`src/shared/mdrr_regs.svh`:
```
`ifndef MDRR_REGS_SVH
`define MDRR_REGS_SVH
// register offsets are byte addresses of aligned words
`define MDRR_OFS_MIX 8'h40
`define MDRR_OFS_DIF 8'h44
`define MDRR_OFS_SEL 8'h48
`define MDRR_OFS_LVL 8'h4C
// printed register indices
`define MDRR_IDX_MIX 8'h10
`define MDRR_IDX_DIF 8'h11
`define MDRR_IDX_SEL 8'h12
`define MDRR_IDX_LVL 8'h13
// writable masks
`define MDRR_MASK_MIX 8'h3F
`define MDRR_MASK_DIF 8'h07
`define MDRR_MASK_SEL 8'hFF
`define MDRR_MASK_LVL 8'h7F
// reset values
`define MDRR_RST_MIX 8'h00
`define MDRR_RST_DIF 8'h00
`define MDRR_RST_SEL 8'h00
`define MDRR_RST_LVL 8'h10
// field positions
`define MDRR_DIF_EN 0
`define MDRR_DIF_HP 1
`define MDRR_DIF_MO 2
`define MDRR_LVL_MUTE 4
`define MDRR_LVL_GAIN 5
`define MDRR_LVL_PWR 6
`define MDRR_ATT_MSB 3
// mixing enable positions
`define MDRR_MIX_P1_HP 0
`define MDRR_MIX_P1_LO 1
`define MDRR_MIX_P2_HP 2
`define MDRR_MIX_P2_LO 3
`define MDRR_MIX_P3_HP 4
`define MDRR_MIX_P3_LO 5
// mono source positions
`define MDRR_SEL_DACL 0
`define MDRR_SEL_DACR 1
`define MDRR_SEL_LIN_LSB 2
`define MDRR_SEL_LIN_MSB 7
// supported widths
`define MDRR_REG_WIDTH 8
`define MDRR_ATT_WIDTH 4
`endif

```
`src/shared/mdrr_pkg.sv`:
```
package mdrr_pkg;
   typedef logic [7:0] mdrr_byte_type;
   typedef logic [3:0] mdrr_att_type;
endpackage : mdrr_pkg

```
`src/design/mdrr_top.sv`:
```
// Register access over Wishbone was decided locally.
`timescale 1ns/1ps
`include "mdrr_regs.svh"
module mdrr_top
   import mdrr_pkg::*;
#(
   parameter int REG_WIDTH = `MDRR_REG_WIDTH,
   parameter int ATT_WIDTH = `MDRR_ATT_WIDTH
)
(
   // system
   input wire logic clk_i,
   input wire logic rst_i,
   // wishbone slave
   input wire logic cyc_i,
   input wire logic stb_i,
   input wire logic we_i,
   input wire logic [7:0] adr_i,
   input wire logic [3:0] sel_i,
   input wire logic [31:0] dat_i,
   output logic [31:0] dat_o,
   output logic ack_o,
   output logic err_o,
   // lineout mixing
   output logic [2:0] pair_avg_to_lineout_o,
   output logic diff_to_lineout_o,
   // headphone mixing
   output logic [2:0] pair_avg_to_headphone_o,
   output logic diff_pair_to_headphone_o,
   // input pin mode
   output logic first_inputs_differential_o,
   // mono mixing
   output logic dac_left_to_mono_o,
   output logic dac_right_to_mono_o,
   output logic [5:0] line_inputs_to_mono_o,
   output logic diff_pair_to_mono_o,
   // mono level and power
   output logic [3:0] mono_attenuation_level_o,
   output logic mono_silence_o,
   output logic dac_to_mono_gain_o,
   output logic mono_amp_power_o,
   output logic mono_output_pin_oe_n_o
);
   mdrr_byte_type mix_reg;
   mdrr_byte_type dif_reg;
   mdrr_byte_type sel_reg;
   mdrr_byte_type lvl_reg;
   logic ack_reg;
   logic err_reg;
   logic [31:0] rdat_reg;
   logic req;
   logic hit;
   logic wr;
   mdrr_byte_type rd_next;
   logic wr_mix;
   logic wr_dif;
   logic wr_sel;
   logic wr_lvl;
   mdrr_att_type att_field;
   logic mute_field;
   logic [5:0] line_field;
   logic [2:0] pair_lo_field;
   logic [2:0] pair_hp_field;

   // the field map is fixed, so any other width would misplace every routing bit
   if (REG_WIDTH != `MDRR_REG_WIDTH || ATT_WIDTH != `MDRR_ATT_WIDTH) begin : g_width_chk
      $error("mdrr_top supports only the documented register and attenuation widths");
   end

   assign req = cyc_i && stb_i && !ack_reg && !err_reg;
   assign hit = (adr_i == `MDRR_OFS_MIX) || (adr_i == `MDRR_OFS_DIF) ||
                (adr_i == `MDRR_OFS_SEL) || (adr_i == `MDRR_OFS_LVL);
   assign wr = req && hit && we_i && sel_i[0];
   assign wr_mix = wr && (adr_i == `MDRR_OFS_MIX);
   assign wr_dif = wr && (adr_i == `MDRR_OFS_DIF);
   assign wr_sel = wr && (adr_i == `MDRR_OFS_SEL);
   assign wr_lvl = wr && (adr_i == `MDRR_OFS_LVL);

   assign pair_lo_field = {mix_reg[`MDRR_MIX_P3_LO], mix_reg[`MDRR_MIX_P2_LO],
                           mix_reg[`MDRR_MIX_P1_LO]};
   assign pair_hp_field = {mix_reg[`MDRR_MIX_P3_HP], mix_reg[`MDRR_MIX_P2_HP],
                           mix_reg[`MDRR_MIX_P1_HP]};
   assign line_field = sel_reg[`MDRR_SEL_LIN_MSB:`MDRR_SEL_LIN_LSB];
   assign att_field = lvl_reg[`MDRR_ATT_MSB:0];
   assign mute_field = lvl_reg[`MDRR_LVL_MUTE];

   // one wait state: answer comes one edge after the request is seen
   always_ff @(posedge clk_i) begin
      if (rst_i) begin
         ack_reg <= 1'b0;
      end else begin
         ack_reg <= req && hit;
      end
   end

   always_ff @(posedge clk_i) begin
      if (rst_i) begin
         err_reg <= 1'b0;
      end else begin
         err_reg <= req && !hit;
      end
   end

   always_ff @(posedge clk_i) begin
      if (rst_i) begin
         mix_reg <= `MDRR_RST_MIX;
      end else if (wr_mix) begin
         mix_reg <= dat_i[7:0] & `MDRR_MASK_MIX;
      end
   end

   always_ff @(posedge clk_i) begin
      if (rst_i) begin
         dif_reg <= `MDRR_RST_DIF;
      end else if (wr_dif) begin
         dif_reg <= dat_i[7:0] & `MDRR_MASK_DIF;
      end
   end

   always_ff @(posedge clk_i) begin
      if (rst_i) begin
         sel_reg <= `MDRR_RST_SEL;
      end else if (wr_sel) begin
         sel_reg <= dat_i[7:0] & `MDRR_MASK_SEL;
      end
   end

   always_ff @(posedge clk_i) begin
      if (rst_i) begin
         lvl_reg <= `MDRR_RST_LVL;
      end else if (wr_lvl) begin
         lvl_reg <= dat_i[7:0] & `MDRR_MASK_LVL;
      end
   end

   always_comb begin
      rd_next = 8'h00;
      case (adr_i)
         `MDRR_OFS_MIX: rd_next = mix_reg;
         `MDRR_OFS_DIF: rd_next = dif_reg;
         `MDRR_OFS_SEL: rd_next = sel_reg;
         `MDRR_OFS_LVL: rd_next = lvl_reg;
         default: rd_next = 8'h00;
      endcase
   end

   // read data captured with the ack so it stands stable for the master
   always_ff @(posedge clk_i) begin
      if (rst_i) begin
         rdat_reg <= 32'h0000_0000;
      end else if (req) begin
         rdat_reg <= {24'h00_0000, rd_next};
      end
   end

   assign ack_o = ack_reg;
   assign err_o = err_reg;
   assign dat_o = rdat_reg;

   // routing outputs follow the registers directly; the analog side settles on its own
   assign pair_avg_to_lineout_o = pair_lo_field;
   assign pair_avg_to_headphone_o = pair_hp_field;
   assign diff_to_lineout_o = dif_reg[`MDRR_DIF_EN];
   assign first_inputs_differential_o = dif_reg[`MDRR_DIF_EN];
   // the stored bit reads back as written, only its effect is gated
   assign diff_pair_to_headphone_o = dif_reg[`MDRR_DIF_EN] && dif_reg[`MDRR_DIF_HP];
   assign diff_pair_to_mono_o = dif_reg[`MDRR_DIF_EN] && dif_reg[`MDRR_DIF_MO];
   assign dac_left_to_mono_o = sel_reg[`MDRR_SEL_DACL];
   assign dac_right_to_mono_o = sel_reg[`MDRR_SEL_DACR];
   assign line_inputs_to_mono_o = line_field;
   assign mono_silence_o = mute_field;
   // mono mute taken as the governing bit, not the headphone one
   assign mono_attenuation_level_o = mute_field ? 4'h0 : att_field;
   assign dac_to_mono_gain_o = lvl_reg[`MDRR_LVL_GAIN];
   assign mono_amp_power_o = lvl_reg[`MDRR_LVL_PWR];
   assign mono_output_pin_oe_n_o = !lvl_reg[`MDRR_LVL_PWR];

   // assertions: bus handshake
   ack_one_a: assert property (
      @(posedge clk_i) disable iff (rst_i)
      (req && hit)
      |=> ack_o ##1 !ack_o)
      else $error("ack not one cycle after request");
   err_unmap_a: assert property (
      @(posedge clk_i) disable iff (rst_i)
      (req && !hit)
      |=> (err_o && !ack_o))
      else $error("unmapped access not refused");
   ack_err_excl_a: assert property (
      @(posedge clk_i) disable iff (rst_i)
      ack_o
      |-> !err_o)
      else $error("ack and error together");
   ack_pulse_a: assert property (
      @(posedge clk_i) disable iff (rst_i)
      ack_o
      |=> !ack_o)
      else $error("ack longer than one cycle");
   err_pulse_a: assert property (
      @(posedge clk_i) disable iff (rst_i)
      err_o
      |=> !err_o)
      else $error("error longer than one cycle");
   read_mix_a: assert property (
      @(posedge clk_i) disable iff (rst_i)
      (req && !we_i && adr_i == `MDRR_OFS_MIX)
      |=> dat_o[7:0] == $past(mix_reg))
      else $error("mixing register read wrong");

   // reserved bits and refused writes
   resv_zero_a: assert property (
      @(posedge clk_i) disable iff (rst_i)
      ack_o
      |-> dat_o[31:8] == 24'h00_0000 && !(($past(adr_i) == `MDRR_OFS_LVL) && dat_o[7]))
      else $error("reserved bits read nonzero");
   resv_store_a: assert property (
      @(posedge clk_i) disable iff (rst_i)
      (mix_reg & ~`MDRR_MASK_MIX) == 8'h00 && (dif_reg & ~`MDRR_MASK_DIF) == 8'h00
      && (lvl_reg & ~`MDRR_MASK_LVL) == 8'h00)
      else $error("reserved bits stored");
   unmap_keep_a: assert property (
      @(posedge clk_i) disable iff (rst_i)
      (req && !hit)
      |=> $stable(mix_reg) && $stable(dif_reg) && $stable(sel_reg) && $stable(lvl_reg))
      else $error("unmapped write landed");
   lane_off_a: assert property (
      @(posedge clk_i) disable iff (rst_i)
      (req && we_i && !sel_i[0])
      |=> $stable(mix_reg) && $stable(dif_reg) && $stable(sel_reg) && $stable(lvl_reg))
      else $error("write with low lane off landed");
   reg_hold_a: assert property (
      @(posedge clk_i) disable iff (rst_i)
      !wr
      |=> $stable(mix_reg) && $stable(dif_reg) && $stable(sel_reg) && $stable(lvl_reg))
      else $error("register changed without a write");

   // mixing enables
   mix_store_a: assert property (
      @(posedge clk_i) disable iff (rst_i)
      wr_mix
      |=> pair_avg_to_lineout_o == {$past(dat_i[5]), $past(dat_i[3]), $past(dat_i[1])})
      else $error("lineout average enables wrong");
   hp_avg_a: assert property (
      @(posedge clk_i) disable iff (rst_i)
      wr_mix
      |=> pair_avg_to_headphone_o == {$past(dat_i[4]), $past(dat_i[2]), $past(dat_i[0])})
      else $error("headphone average enables wrong");

   // differential pair
   dif_store_a: assert property (
      @(posedge clk_i) disable iff (rst_i)
      wr_dif
      |=> diff_to_lineout_o == $past(dat_i[`MDRR_DIF_EN]))
      else $error("differential enable not stored");
   diff_gate_a: assert property (
      @(posedge clk_i) disable iff (rst_i)
      !diff_to_lineout_o
      |-> !diff_pair_to_headphone_o && !diff_pair_to_mono_o)
      else $error("diff route active while disabled");
   diff_hp_a: assert property (
      @(posedge clk_i) disable iff (rst_i)
      (wr_dif && dat_i[`MDRR_DIF_EN])
      |=> diff_pair_to_headphone_o == $past(dat_i[`MDRR_DIF_HP]))
      else $error("diff to headphone not applied");
   diff_mo_a: assert property (
      @(posedge clk_i) disable iff (rst_i)
      (wr_dif && dat_i[`MDRR_DIF_EN])
      |=> diff_pair_to_mono_o == $past(dat_i[`MDRR_DIF_MO]))
      else $error("diff to mono not applied");
   diff_pins_a: assert property (
      @(posedge clk_i) disable iff (rst_i)
      1'b1
      |-> first_inputs_differential_o == diff_to_lineout_o)
      else $error("input pin mode mismatched");

   // mono sources and level
   mono_sel_a: assert property (
      @(posedge clk_i) disable iff (rst_i)
      wr_sel
      |=> {line_inputs_to_mono_o, dac_right_to_mono_o, dac_left_to_mono_o} == $past(dat_i[7:0]))
      else $error("mono source select wrong");
   att_store_a: assert property (
      @(posedge clk_i) disable iff (rst_i)
      (wr_lvl && !dat_i[`MDRR_LVL_MUTE])
      |=> mono_attenuation_level_o == $past(dat_i[`MDRR_ATT_MSB:0]))
      else $error("attenuation not applied");
   att_unmuted_a: assert property (
      @(posedge clk_i) disable iff (rst_i)
      !mono_silence_o
      |-> mono_attenuation_level_o == lvl_reg[`MDRR_ATT_MSB:0])
      else $error("attenuation lost while unmuted");
   mute_att_a: assert property (
      @(posedge clk_i) disable iff (rst_i)
      mono_silence_o
      |-> mono_attenuation_level_o == 4'h0)
      else $error("attenuation leaks through mute");
   mute_store_a: assert property (
      @(posedge clk_i) disable iff (rst_i)
      wr_lvl
      |=> mono_silence_o == $past(dat_i[`MDRR_LVL_MUTE]))
      else $error("mono mute not stored");
   gain_store_a: assert property (
      @(posedge clk_i) disable iff (rst_i)
      wr_lvl
      |=> dac_to_mono_gain_o == $past(dat_i[`MDRR_LVL_GAIN]))
      else $error("mono gain not stored");
   pwr_store_a: assert property (
      @(posedge clk_i) disable iff (rst_i)
      wr_lvl
      |=> mono_amp_power_o == $past(dat_i[`MDRR_LVL_PWR]))
      else $error("mono power not stored");
   pwr_hiz_a: assert property (
      @(posedge clk_i) disable iff (rst_i)
      1'b1
      |-> mono_output_pin_oe_n_o != mono_amp_power_o)
      else $error("mono pin enable wrong");

   // state right after reset release; before the first reset edge the registers are unknown
   mute_rst_a: assert property (
      @(posedge clk_i)
      ($past(rst_i) && !rst_i)
      |-> mono_silence_o && !mono_amp_power_o && !dac_to_mono_gain_o)
      else $error("mono level reset wrong");
   route_rst_a: assert property (
      @(posedge clk_i)
      ($past(rst_i) && !rst_i)
      |-> pair_avg_to_lineout_o == 3'h0 && !diff_to_lineout_o && !dac_left_to_mono_o
         && line_inputs_to_mono_o == 6'h00 && mono_attenuation_level_o == 4'h0)
      else $error("routing reset wrong");

   write_c: cover property (@(posedge clk_i) disable iff (rst_i) wr ##1 ack_o);
   read_c: cover property (@(posedge clk_i) disable iff (rst_i) (req && hit && !we_i) ##1 ack_o);
   diff_c: cover property (@(posedge clk_i) disable iff (rst_i) diff_pair_to_mono_o);
   unmute_c: cover property (@(posedge clk_i) disable iff (rst_i)
      !mono_silence_o && mono_amp_power_o && mono_attenuation_level_o != 4'h0);
   err_c: cover property (@(posedge clk_i) disable iff (rst_i) err_o);
endmodule : mdrr_top

```
`config.mk`:
```
export PLATFORM = sky130hd
export DESIGN_NAME = mdrr_top
export DESIGN_NICKNAME = d
export VERILOG_FILES = /design/src/shared/mdrr_pkg.sv /design/src/design/mdrr_top.sv
export VERILOG_INCLUDE_DIRS = /design/src /design/src/shared
export SDC_FILE = /design/constraint.sdc
export NUM_CORES = 1
export LEC_CHECK = 0
export BUFFER_PORTS_ARGS = -buffer_cell sky130_fd_sc_hd__clkbuf_2
export CAP_MARGIN = 20
export CORE_MARGIN = 5
export CORE_UTILIZATION = 38
export CTS_CLUSTER_DIAMETER = 100
export CTS_CLUSTER_SIZE = 12
export DETAILED_ROUTE_END_ITERATION = 8
export PLACE_DENSITY = 0.76
export SETUP_SLACK_MARGIN = 0.5
export SYNTH_ARGS = -nofsm -noshare
export SYNTH_HDL_FRONTEND = slang
export SYNTH_SLANG_ARGS = --single-unit
```
`constraint.sdc`:
```
create_clock -name clk_i -period 1.57 [get_ports clk_i]
set_input_delay 0.0785 -clock clk_i [delete_from_list [all_inputs] [get_ports clk_i]]
set_output_delay 0.0785 -clock clk_i [all_outputs]
set_load 0.005 [all_outputs]
```
==> Implementation_results.wiki, run 1 <==
{| class="wikitable"
! Metric !! Value
|-
| Clock transition at the register clock pins on the worst setup and hold paths after CTS || 70 ps
|-
| Total number of yosys warnings || 0
|-
| Source-to-sink clock delay at the later pin of the worst-skew pair || 290 ps
|-
| Effective utilization at floorplan || 39.37%
|-
| Gp weighted congestion || 0.7546
|-
| Maximum frequency from static timing analysis || 715.8 MHz
|-
| Count of final hold-check violations || 0
|-
| Final ANT Viol Nets || 0
|-
| Horiz. Die Dim || 77.17 um
|-
| Placeable core region || 0.004354 mm2
|-
| Launching element type of the critical path || flip-flop
|-
| # nets final || 295
|-
| Hold Crit Start || dat_i[7]
|-
| Netlist cell types || 28
|-
| Final routed wire length divided by cell count || 14.71 um
|-
| Final slew viol count || 0
|-
| Time the worst path needs with I/O delays and setup || 1397 ps
|-
| Worst path cell trace || nand4bb_4 -> or4_4 -> mux2i_1
|-
| Routed wire length || 4399 um
|-
| Detailed-route vias per instance || 4.933
|-
| Launch instance of the worst register-to-register path || ack_o
|-
| #FFs+latches synth || 34
|-
| Leakage power total || 1.103 nW
|-
| Total area of sequential cells || 684.4 um2
|-
| Total vias in the final route || 1475
|-
| Global-route usage over all layers || 14.58%
|-
| Input/output buffers || 57
|-
| Number of CTS-inserted buffers || 5
|-
| Most frequent standard cell in the layout excluding fill and tap cells || clkbuf_2
|-
| Worst R2R End || lvl_reg[2]
|-
| Sink Count || 34
|-
| Setup slack of the most critical reg-to-reg path || 170 ps
|-
| Req. time, crit path || 1740 ps
|-
| End of the worst hold path || sel_reg[7]
|-
| Worst Path Class, Setup || flip-flop to flip-flop
|-
| RSZ-0062 raised after global routing || yes
|-
| Layout area overhead || 30.80%
|-
| Boundary pin count || 109
|-
| Most frequent cells in the layout || 57 x clkbuf_2, 31 x nand2_1, 31 x dfxtp_1, 27 x mux2i_1, 24 x conb_1
|-
| Utilization after layout || 51.49%
|-
| Sum of negative setup slack || 0 ps
|-
| Cell taking the most area after synthesis || dfxtp_1
|-
| Portion of the post-synthesis area used by sequential elements || 39.71%
|-
| DIE AREA || 0.005954 mm2
|-
| Root buffer cell || clkbuf_8
|-
| Detailed Place HPWL || 3233 um
|-
| Area of the mapped netlist || 0.001714 mm2
|-
| Fraction of layout instances using a drive strength above 1 || 39.68%
|-
| Largest net degree at the start of global routing || 19
|-
| # H-tree levels || 2
|-
| Layout Skew || 7.431 ps
|-
| Max Cap Violations || 0
|-
| Cts hold-fix bufs || 0
|-
| Initial detailed-routing violation count || 56
|-
| Die span in y || 77.17 um
|-
| Total DRC errors in the routed layout || 0
|-
| Global-route wire length before repair || 6955 um
|-
| Part of the cycle the worst path needs || 88.98%
|-
| Number of setup violations in the final report || 0
|-
| Clock tree from TritonCTS || done
|-
| Number of core rows || 24
|-
| Arrival time at the worst endpoint || 1570 ps
|-
| Iteration count of the initial detailed-routing pass || 4
|-
| Final WS setup || 173.0 ps
|-
| Hold path cells || 3
|-
| Delay contributed by the slowest stage of the critical path || 550 ps
|-
| Mean area per synthesized cell || 9.795 um2
|-
| Crit. Startpoint || ack_o
|-
| Filler instances || 421
|-
| Number of cells on the worst reg-to-reg path || 3
|-
| Crit end category || flip-flop
|-
| Min-Delay Path Class || primary input to flip-flop
|-
| VDD IR-drop max || 0.0003840 V
|-
| Run status || complete, no violations
|-
| Post-synth top area share || 39.71%
|-
| Number of global-route vias before repair || 1435
|-
| Max Fanout on Critical Path || 7
|-
| Area occupied by multi-input gates || 944.7 um2
|-
| Clk buf depth || 2
|-
| Total congestion overflow || 0
|-
| Cells taking the most area after synthesis || dfxtp_1 40%, mux2i_1 16%, buf_4 11%
|-
| Synthesized netlist cell count || 175
|-
| Final antenna diode count || 0
|-
| Antenna violations before repair || 0
|-
| Pwr dens || 804.9 mW/mm2
|-
| Critical path's slowest cell || or4_4
|-
| Worst setup slack before clock tree synthesis || 37.89 ps
|}
-- where the power goes --
part	switching, mW	leakage [nW]	internal, mW	total, mW
registers	0.00112	0.274	0.863	0.864
logic	0.0937	0.771	0.0608	0.155
clock network	0.319	0.0579	0.467	0.786
total	0.414	1.10	1.39	1.80
-- synthesized netlist by cell type --
| library cell | number |
|---|---|
| mux4_2 | 3 |
| nor4_4 | 1 |
| or4_4 | 2 |
| nand3_1 | 3 |
| nor2b_1 | 6 |
| conb_1 | 1 |
| clkbuf_1 | 7 |
| buf_4 | 25 |
| a21oi_1 | 1 |
| inv_1 | 2 |
| nand4bb_1 | 1 |
| nor4_2 | 1 |
| nand4b_1 | 1 |
| nand2_1 | 32 |
| nor4bb_1 | 2 |
| o21ai_0 | 3 |
| nand2b_1 | 1 |
| a211oi_1 | 1 |
| a32o_1 | 7 |
| dfxtp_1 | 34 |
| nor4_1 | 2 |
| and3b_1 | 1 |
| and4b_1 | 1 |
| mux2i_1 | 28 |
| buf_6 | 1 |
| and2_1 | 2 |
| nor2_1 | 2 |
| nand4_1 | 4 |
-- metal layers --
metal / GRT usage (%) / vias to the layer above / share of wire (%)
met2: 22.56 / 64 / 46
met4: 4.296 / 0 / 1.5
met1: 18.02 / 690 / 42
met3: 6.792 / 7 / 9.9
met5: 0 / - / 0
li1: - / 714 / -
-- metrics by stage --
stage / hold slack (ps) / instance area, um2 / power, mW / std cells
after CTS: 10.92 / 2220 / 1.808 / 299
after detailed placement: 317.7 / 2054 / 1.019 / 288
final: 18.79 / 2242 / 1.805 / 299
after global routing: 39.15 / 2242 / 1.878 / 299
after floorplan: 147.6 / 1828 / 1.001 / 198
after global placement: 312.2 / 2054 / 1.018 / 288
-- critical path, delay by kind of cell (launching register included) --
| family | cells | cell delay [ps] |
|---|---|---|
| simple gates | 2 | 800 |
| flops | 1 | 330 |
| mux | 1 | 160 |
-- kinds of logic after synthesis --
| kind of cell | synth area share (%) |
|---|---|
| and+or+nand+nor | 20.51 |
| buffers and inverters | 13.58 |
| DFF | 39.71 |
| muxes | 20.29 |
| AOI/OAI and AO/OA | 5.693 |
| other | 0.2188 |
-- final cells by class --
class | instances | share of cell area (%)
inverter | 2 | 0.3348
multi-input combinational | 129 | 42.13
tap | 52 | 2.902
clock inverter | 3 | 1.786
timing repair buffer | 74 | 19.25
sequential | 34 | 30.52
clock buffer | 5 | 3.069
-- timing repair --
item / in CTS / in global routing
endpoints found under the hold margin: 0 / 0
buffers inserted: 3 / 0
endpoints found under the setup margin: 37 / 36
gates cloned: 0 / 0
resized for setup: 8 / 5
pin swaps: 4 / 0
-- worst max-delay path by stage --
| stage | to | slack, ps | cells past startpoint |
|---|---|---|---|
| after floorplan | lvl_reg[0] | 130 | 4 |
| final | lvl_reg[2] | 170 | 3 |
| after detailed placement | lvl_reg[2] | 40 | 4 |
| after global routing | mix_reg[2] | 100 | 4 |
| after global placement | lvl_reg[1] | 50 | 4 |
| after CTS | lvl_reg[2] | 170 | 3 |
No activity file was read; power rests on OpenSTA's default activity.
==> run 2, diff against run 1 <==
--- a/config.mk
+++ b/config.mk
@@ -6,7 +6,7 @@
 export SDC_FILE = /design/constraint.sdc
 export NUM_CORES = 1
 export LEC_CHECK = 0
-export BUFFER_PORTS_ARGS = -buffer_cell sky130_fd_sc_hd__clkbuf_2
+export BUFFER_PORTS_ARGS = -buffer_cell sky130_fd_sc_hd__buf_2
 export CAP_MARGIN = 20
 export CORE_MARGIN = 5
 export CORE_UTILIZATION = 38
==> Implementation_results.wiki, run 2 (synthesized netlist as in run 1, its figures left out) <==
{| class="wikitable"
! Metric !! Value
|-
| Horiz. Die Dim || 77.17 um
|-
| Delay-heaviest family, CP || simple AND/OR/NAND/NOR gates
|-
| Input/output buffers || 57
|-
| Filler-free cell count of the finished design || 300
|-
| Fraction of layout instances using a drive strength above 1 || 38.71%
|-
| Max Fanout on Critical Path || 7
|-
| Hold path cells || 3
|-
| Utilization after layout || 51.52%
|-
| Max Cap Violations || 0
|-
| Effective utilization at floorplan || 39.37%
|-
| Final antenna diode count || 0
|-
| Pwr dens || 804.2 mW/mm2
|-
| Initial detailed-routing violation count || 70
|-
| Global-route wire length before repair || 6720 um
|-
| Sink Count || 34
|-
| Maximum frequency from static timing analysis || 723.5 MHz
|-
| Total area of sequential cells || 684.4 um2
|-
| Count of final hold-check violations || 0
|-
| Placeable core region || 0.004354 mm2
|-
| Die span in y || 77.17 um
|-
| Largest net degree at the start of global routing || 19
|-
| DIE AREA || 0.005954 mm2
|-
| Clock tree from TritonCTS || done
|-
| Source-to-sink clock delay at the later pin of the worst-skew pair || 290 ps
|-
| Leakage power total || 1.126 nW
|-
| Routed wire length || 4259 um
|-
| Delay contributed by the slowest stage of the critical path || 550 ps
|-
| Total congestion overflow || 0
|-
| Clk buf depth || 2
|-
| Crit end category || flip-flop
|-
| Worst path cell trace || nand4bb_4 -> or4_4 -> mux2i_1
|-
| Antenna violations before repair || 0
|-
| VDD IR-drop max || 0.0004785 V
|-
| Min-Delay Path Class || primary input to flip-flop
|-
| Worst R2R End || lvl_reg[1]
|-
| Number of CTS-inserted buffers || 5
|-
| Hold Crit Start || dat_i[7]
|-
| Gp weighted congestion || 0.7691
|-
| # H-tree levels || 2
|-
| End of the worst hold path || sel_reg[7]
|-
| Critical path's slowest cell || or4_4
|-
| Number of global-route vias before repair || 1381
|-
| Setup slack of the most critical reg-to-reg path || 190 ps
|-
| Boundary pin count || 109
|-
| Hold slack final || 35.21 ps
|-
| # nets final || 296
|-
| Clock transition at the register clock pins on the worst setup and hold paths after CTS || 70 ps
|-
| RSZ-0062 raised after global routing || yes
|-
| Most frequent cells in the layout || 57 x buf_2, 32 x nand2_1, 31 x dfxtp_1, 28 x mux2i_1, 24 x conb_1
|-
| Final slew viol count || 0
|-
| CP Buf/Inv Count || 0
|-
| Total DRC errors in the routed layout || 0
|-
| Final ANT Viol Nets || 0
|-
| Layout area overhead || 30.88%
|-
| Arrival time at the worst endpoint || 1550 ps
|-
| Launch instance of the worst register-to-register path || ack_o
|-
| Number of setup violations in the final report || 0
|-
| Number of core rows || 24
|-
| Number of cells on the worst reg-to-reg path || 3
|-
| Most frequent standard cell in the layout excluding fill and tap cells || buf_2
|-
| Time the worst path needs with I/O delays and setup || 1382 ps
|-
| Filler instances || 400
|-
| Root buffer cell || clkbuf_8
|-
| Sum of negative setup slack || 0 ps
|-
| Power consumption || 1.804 mW
|-
| Area occupied by multi-input gates || 933.4 um2
|-
| Req. time, crit path || 1740 ps
|-
| Total vias in the final route || 1480
|-
| Iteration count of the initial detailed-routing pass || 4
|-
| Run status || complete, no violations
|-
| WP depth || 3
|-
| Detailed Place HPWL || 3196 um
|-
| Worst Path Class, Setup || flip-flop to flip-flop
|-
| Launching element type of the critical path || flip-flop
|-
| Detailed-route vias per instance || 4.933
|-
| Placed Instances || 287
|-
| Final routed wire length divided by cell count || 14.20 um
|-
| Layout Skew || 7.948 ps
|-
| Global-route usage over all layers || 13.95%
|-
| Part of the cycle the worst path needs || 88.03%
|}
==> run 2: cell count changes in the layout (fill, tap and decap cells not counted), moves of 2 or more <==
cell      delta
buf_6        +2
buf_2       +57
buf_8        -2
clkbuf_2    -57
==> run 2: metal layers <==
layer	GRT usage, %	part of all wire, %	wire, um
met1	17.35	43	1817
met2	22.05	46	1969
met3	5.972	10	434
met4	3.608	0.89	38
met5	0	0	0
==> run 2: report_power, final <==
group	switching, mW	internal (mW)
Clock	0.317	0.467
Combinational	0.0915	0.0649
Sequential	0.000710	0.863
Total	0.409	1.40
==> run 2: worst reg2reg max path, stage by stage, from the launching register on <==
cell and delay [ps]:
dfxtp_2 340, nand4bb_4 220, or4_4 550, mux2i_1 160
==> run 2: worst max-delay path by stage <==
stage | from | slack [ps] | endpoint
4_1_cts | ack_o | 200 | lvl_reg[1]
3_3_place_gp | adr_i[4] | 40 | lvl_reg[1]
5_1_grt | err_o | 140 | lvl_reg[3]
3_5_place_dp | adr_i[4] | 30 | lvl_reg[4]
6_report | ack_o | 190 | lvl_reg[1]
2_1_floorplan | adr_i[4] | 130 | lvl_reg[0]
==> run 2: what timing repair did <==
action,in CTS,in global routing
setup endpoints to repair,35,33
gates resized for setup,9,2
pin swaps,7,1
hold buffers,0,0
setup buffers,2,3
==> run 2: stage by stage <==
stage	instance area, um2	setup WS, ps
floorplan	1828	134.2
global placement	2047	40.03
detailed placement	2047	32.85
CTS	2212	196.5
global route	2243	136.5
finish	2243	187.9
==> run 2: cell type report <==
class                   count  share of cell area, %
multi-input cells         129                  41.61
flip-flops and latches     34                  30.51
repair buffers             75                  19.80
clock buffers               5                  3.067
well taps                  52                  2.900
clock inverters             3                  1.785
inverters                   2                 0.3346
==> run 3, diff against run 2 <==
==> constraint.sdc (replaced) <==
create_clock -name clk_i -period 1.57 [get_ports clk_i]
set_input_delay 0.157 -clock clk_i [delete_from_list [all_inputs] [get_ports clk_i]]
set_output_delay 0.157 -clock clk_i [all_outputs]
set_load 0.005 [all_outputs]
==> Implementation_results.wiki, run 3 (synthesized netlist as in run 1, its figures left out) <==
{| class="wikitable"
! Metric !! Value
|-
| Leakage power total || 1.176 nW
|-
| Portion of total power attributed to combinational logic || 10.3%
|-
| Boundary pin count || 109
|-
| Fraction of power spent switching nets || 24.11%
|-
| Global-route wire length before repair || 7127 um
|-
| Final antenna diode count || 0
|-
| Max Fanout on Critical Path || 7
|-
| Worst Path Class, Setup || flip-flop to flip-flop
|-
| Placeable core region || 0.004354 mm2
|-
| Maximum frequency from static timing analysis || 697.6 MHz
|-
| Sum of negative setup slack || 0 ps
|-
| Clock transition at the register clock pins on the worst setup and hold paths after CTS || 70 ps
|-
| Largest net degree at the start of global routing || 32
|-
| # nets final || 302
|-
| Number of CTS-inserted buffers || 5
|-
| Req. time, crit path || 1740 ps
|-
| Detailed Place HPWL || 3251 um
|-
| Arrival time at the worst endpoint || 1610 ps
|-
| Final routed wire length divided by cell count || 14.48 um
|-
| DIE AREA || 0.005954 mm2
|-
| Sink Count || 34
|-
| Input/output buffers || 57
|-
| Fraction of layout instances using a drive strength above 1 || 43.31%
|-
| RSZ-0062 raised after global routing || yes
|-
| Count of final hold-check violations || 0
|-
| Clock tree from TritonCTS || done
|-
| Detailed-route vias per instance || 4.778
|-
| Layout Skew || 3.975 ps
|-
| Run status || complete, no violations
|-
| VDD IR-drop max || 0.0004268 V
|-
| Gp weighted congestion || 0.7222
|-
| Final slew viol count || 0
|-
| Die span in y || 77.17 um
|-
| Total DRC errors in the routed layout || 0
|-
| Part of the cycle the worst path needs || 91.31%
|-
| Number of core rows || 24
|-
| Clk buf depth || 2
|-
| Number of setup violations in the final report || 0
|-
| Placed Instances || 289
|-
| Filler instances || 408
|-
| Pwr dens || 719.1 mW/mm2
|-
| Most frequent cells in the layout || 54 x buf_2, 32 x nand2_1, 28 x mux2i_1, 27 x dfxtp_1, 24 x conb_1
|-
| Area occupied by multi-input gates || 960.9 um2
|-
| Total congestion overflow || 0
|-
| Crit end category || flip-flop
|-
| Most frequent standard cell in the layout excluding fill and tap cells || buf_2
|-
| # H-tree levels || 2
|-
| Effective utilization at floorplan || 39.37%
|-
| Routed wire length || 4432 um
|-
| Psw || 0.4092 mW
|-
| Min-Delay Path Class || primary input to flip-flop
|-
| Global-route usage over all layers || 14.63%
|-
| Hold slack final || 118.5 ps
|-
| Time the worst path needs with I/O delays and setup || 1434 ps
|-
| Share of total power in the clock network || 39.1%
|-
| Horiz. Die Dim || 77.17 um
|-
| Layout area overhead || 37.66%
|-
| Root buffer cell || clkbuf_8
|-
| Total vias in the final route || 1462
|-
| Power Internal || 1.288 mW
|-
| Source-to-sink clock delay at the later pin of the worst-skew pair || 290 ps
|-
| Power consumption || 1.697 mW
|-
| Launching element type of the critical path || flip-flop
|-
| Iteration count of the initial detailed-routing pass || 4
|-
| Antenna violations before repair || 0
|-
| Max Cap Violations || 0
|-
| Initial detailed-routing violation count || 107
|-
| Final ANT Viol Nets || 0
|-
| Filler-free cell count of the finished design || 306
|-
| Total area of sequential cells || 696.9 um2
|-
| Number of global-route vias before repair || 1476
|-
| Relative contribution of sequential cells to total power || 50.7%
|}
run 3: path summary, 6_finish.rpt:
check	start	end	slack, ps	depth (start not counted)
min reg2reg	dat_o[7]	dat_o[7]	450	2
min	dat_i[7]	sel_reg[7]	120	3
max reg2reg	ack_o	lvl_reg[2]	140	3
max	ack_o	lvl_reg[2]	140	3
run 3: layer usage:
metal  global-route usage (%)  vias to the layer above  part of all wire (%)
met5                        0                        -                     0
met4                    4.639                        0                   1.4
met3                    4.801                        7                   7.9
met2                    24.83                       49                    48
met1                    17.28                      683                    42
li1                         -                      723                     -
run 3: power by group through the flow:
| stage | combinational (mW) | sequential, mW | clock [mW] |
|---|---|---|---|
| after CTS | 0.166 | 0.863 | 0.673 |
| final | 0.174 | 0.860 | 0.663 |
| after floorplan | 0.121 | 0.885 | 0 |
| after global placement | 0.142 | 0.885 | 0 |
| after detailed placement | 0.145 | 0.885 | 0 |
| after global routing | 0.189 | 0.859 | 0.725 |
run 3: critical path, stage by stage, from the launching register on:
cell       delay [ps]
dfxtp_2           330
nand4bb_4         230
or4_4             600
mux2i_1           150
run 3: through the flow:
step	util, %	instance area [um2]	setup WS [ps]
2_1_floorplan	-	1849	55.75
3_3_place_gp	47.99	2090	-99.70
3_5_place_dp	47.99	2090	-128.2
4_1_cts	52.79	2298	157.2
5_1_grt	54.20	2360	46.44
6_report	54.20	2360	136.5
run 3: cell type report:
type | count | share of cell area, %
multi-input cells | 129 | 40.72
clock buffers | 7 | 3.659
inverters | 2 | 0.3181
flip-flops and latches | 34 | 29.53
clock inverters | 1 | 0.2121
well taps | 52 | 2.757
repair buffers | 81 | 22.80
run 3: timing repair:
item	4_1_cts	5_1_grt
setup buffers	8	1
gates resized for setup	15	15
setup endpoints to repair	39	40
pin swaps	9	4
hold buffers	0	0
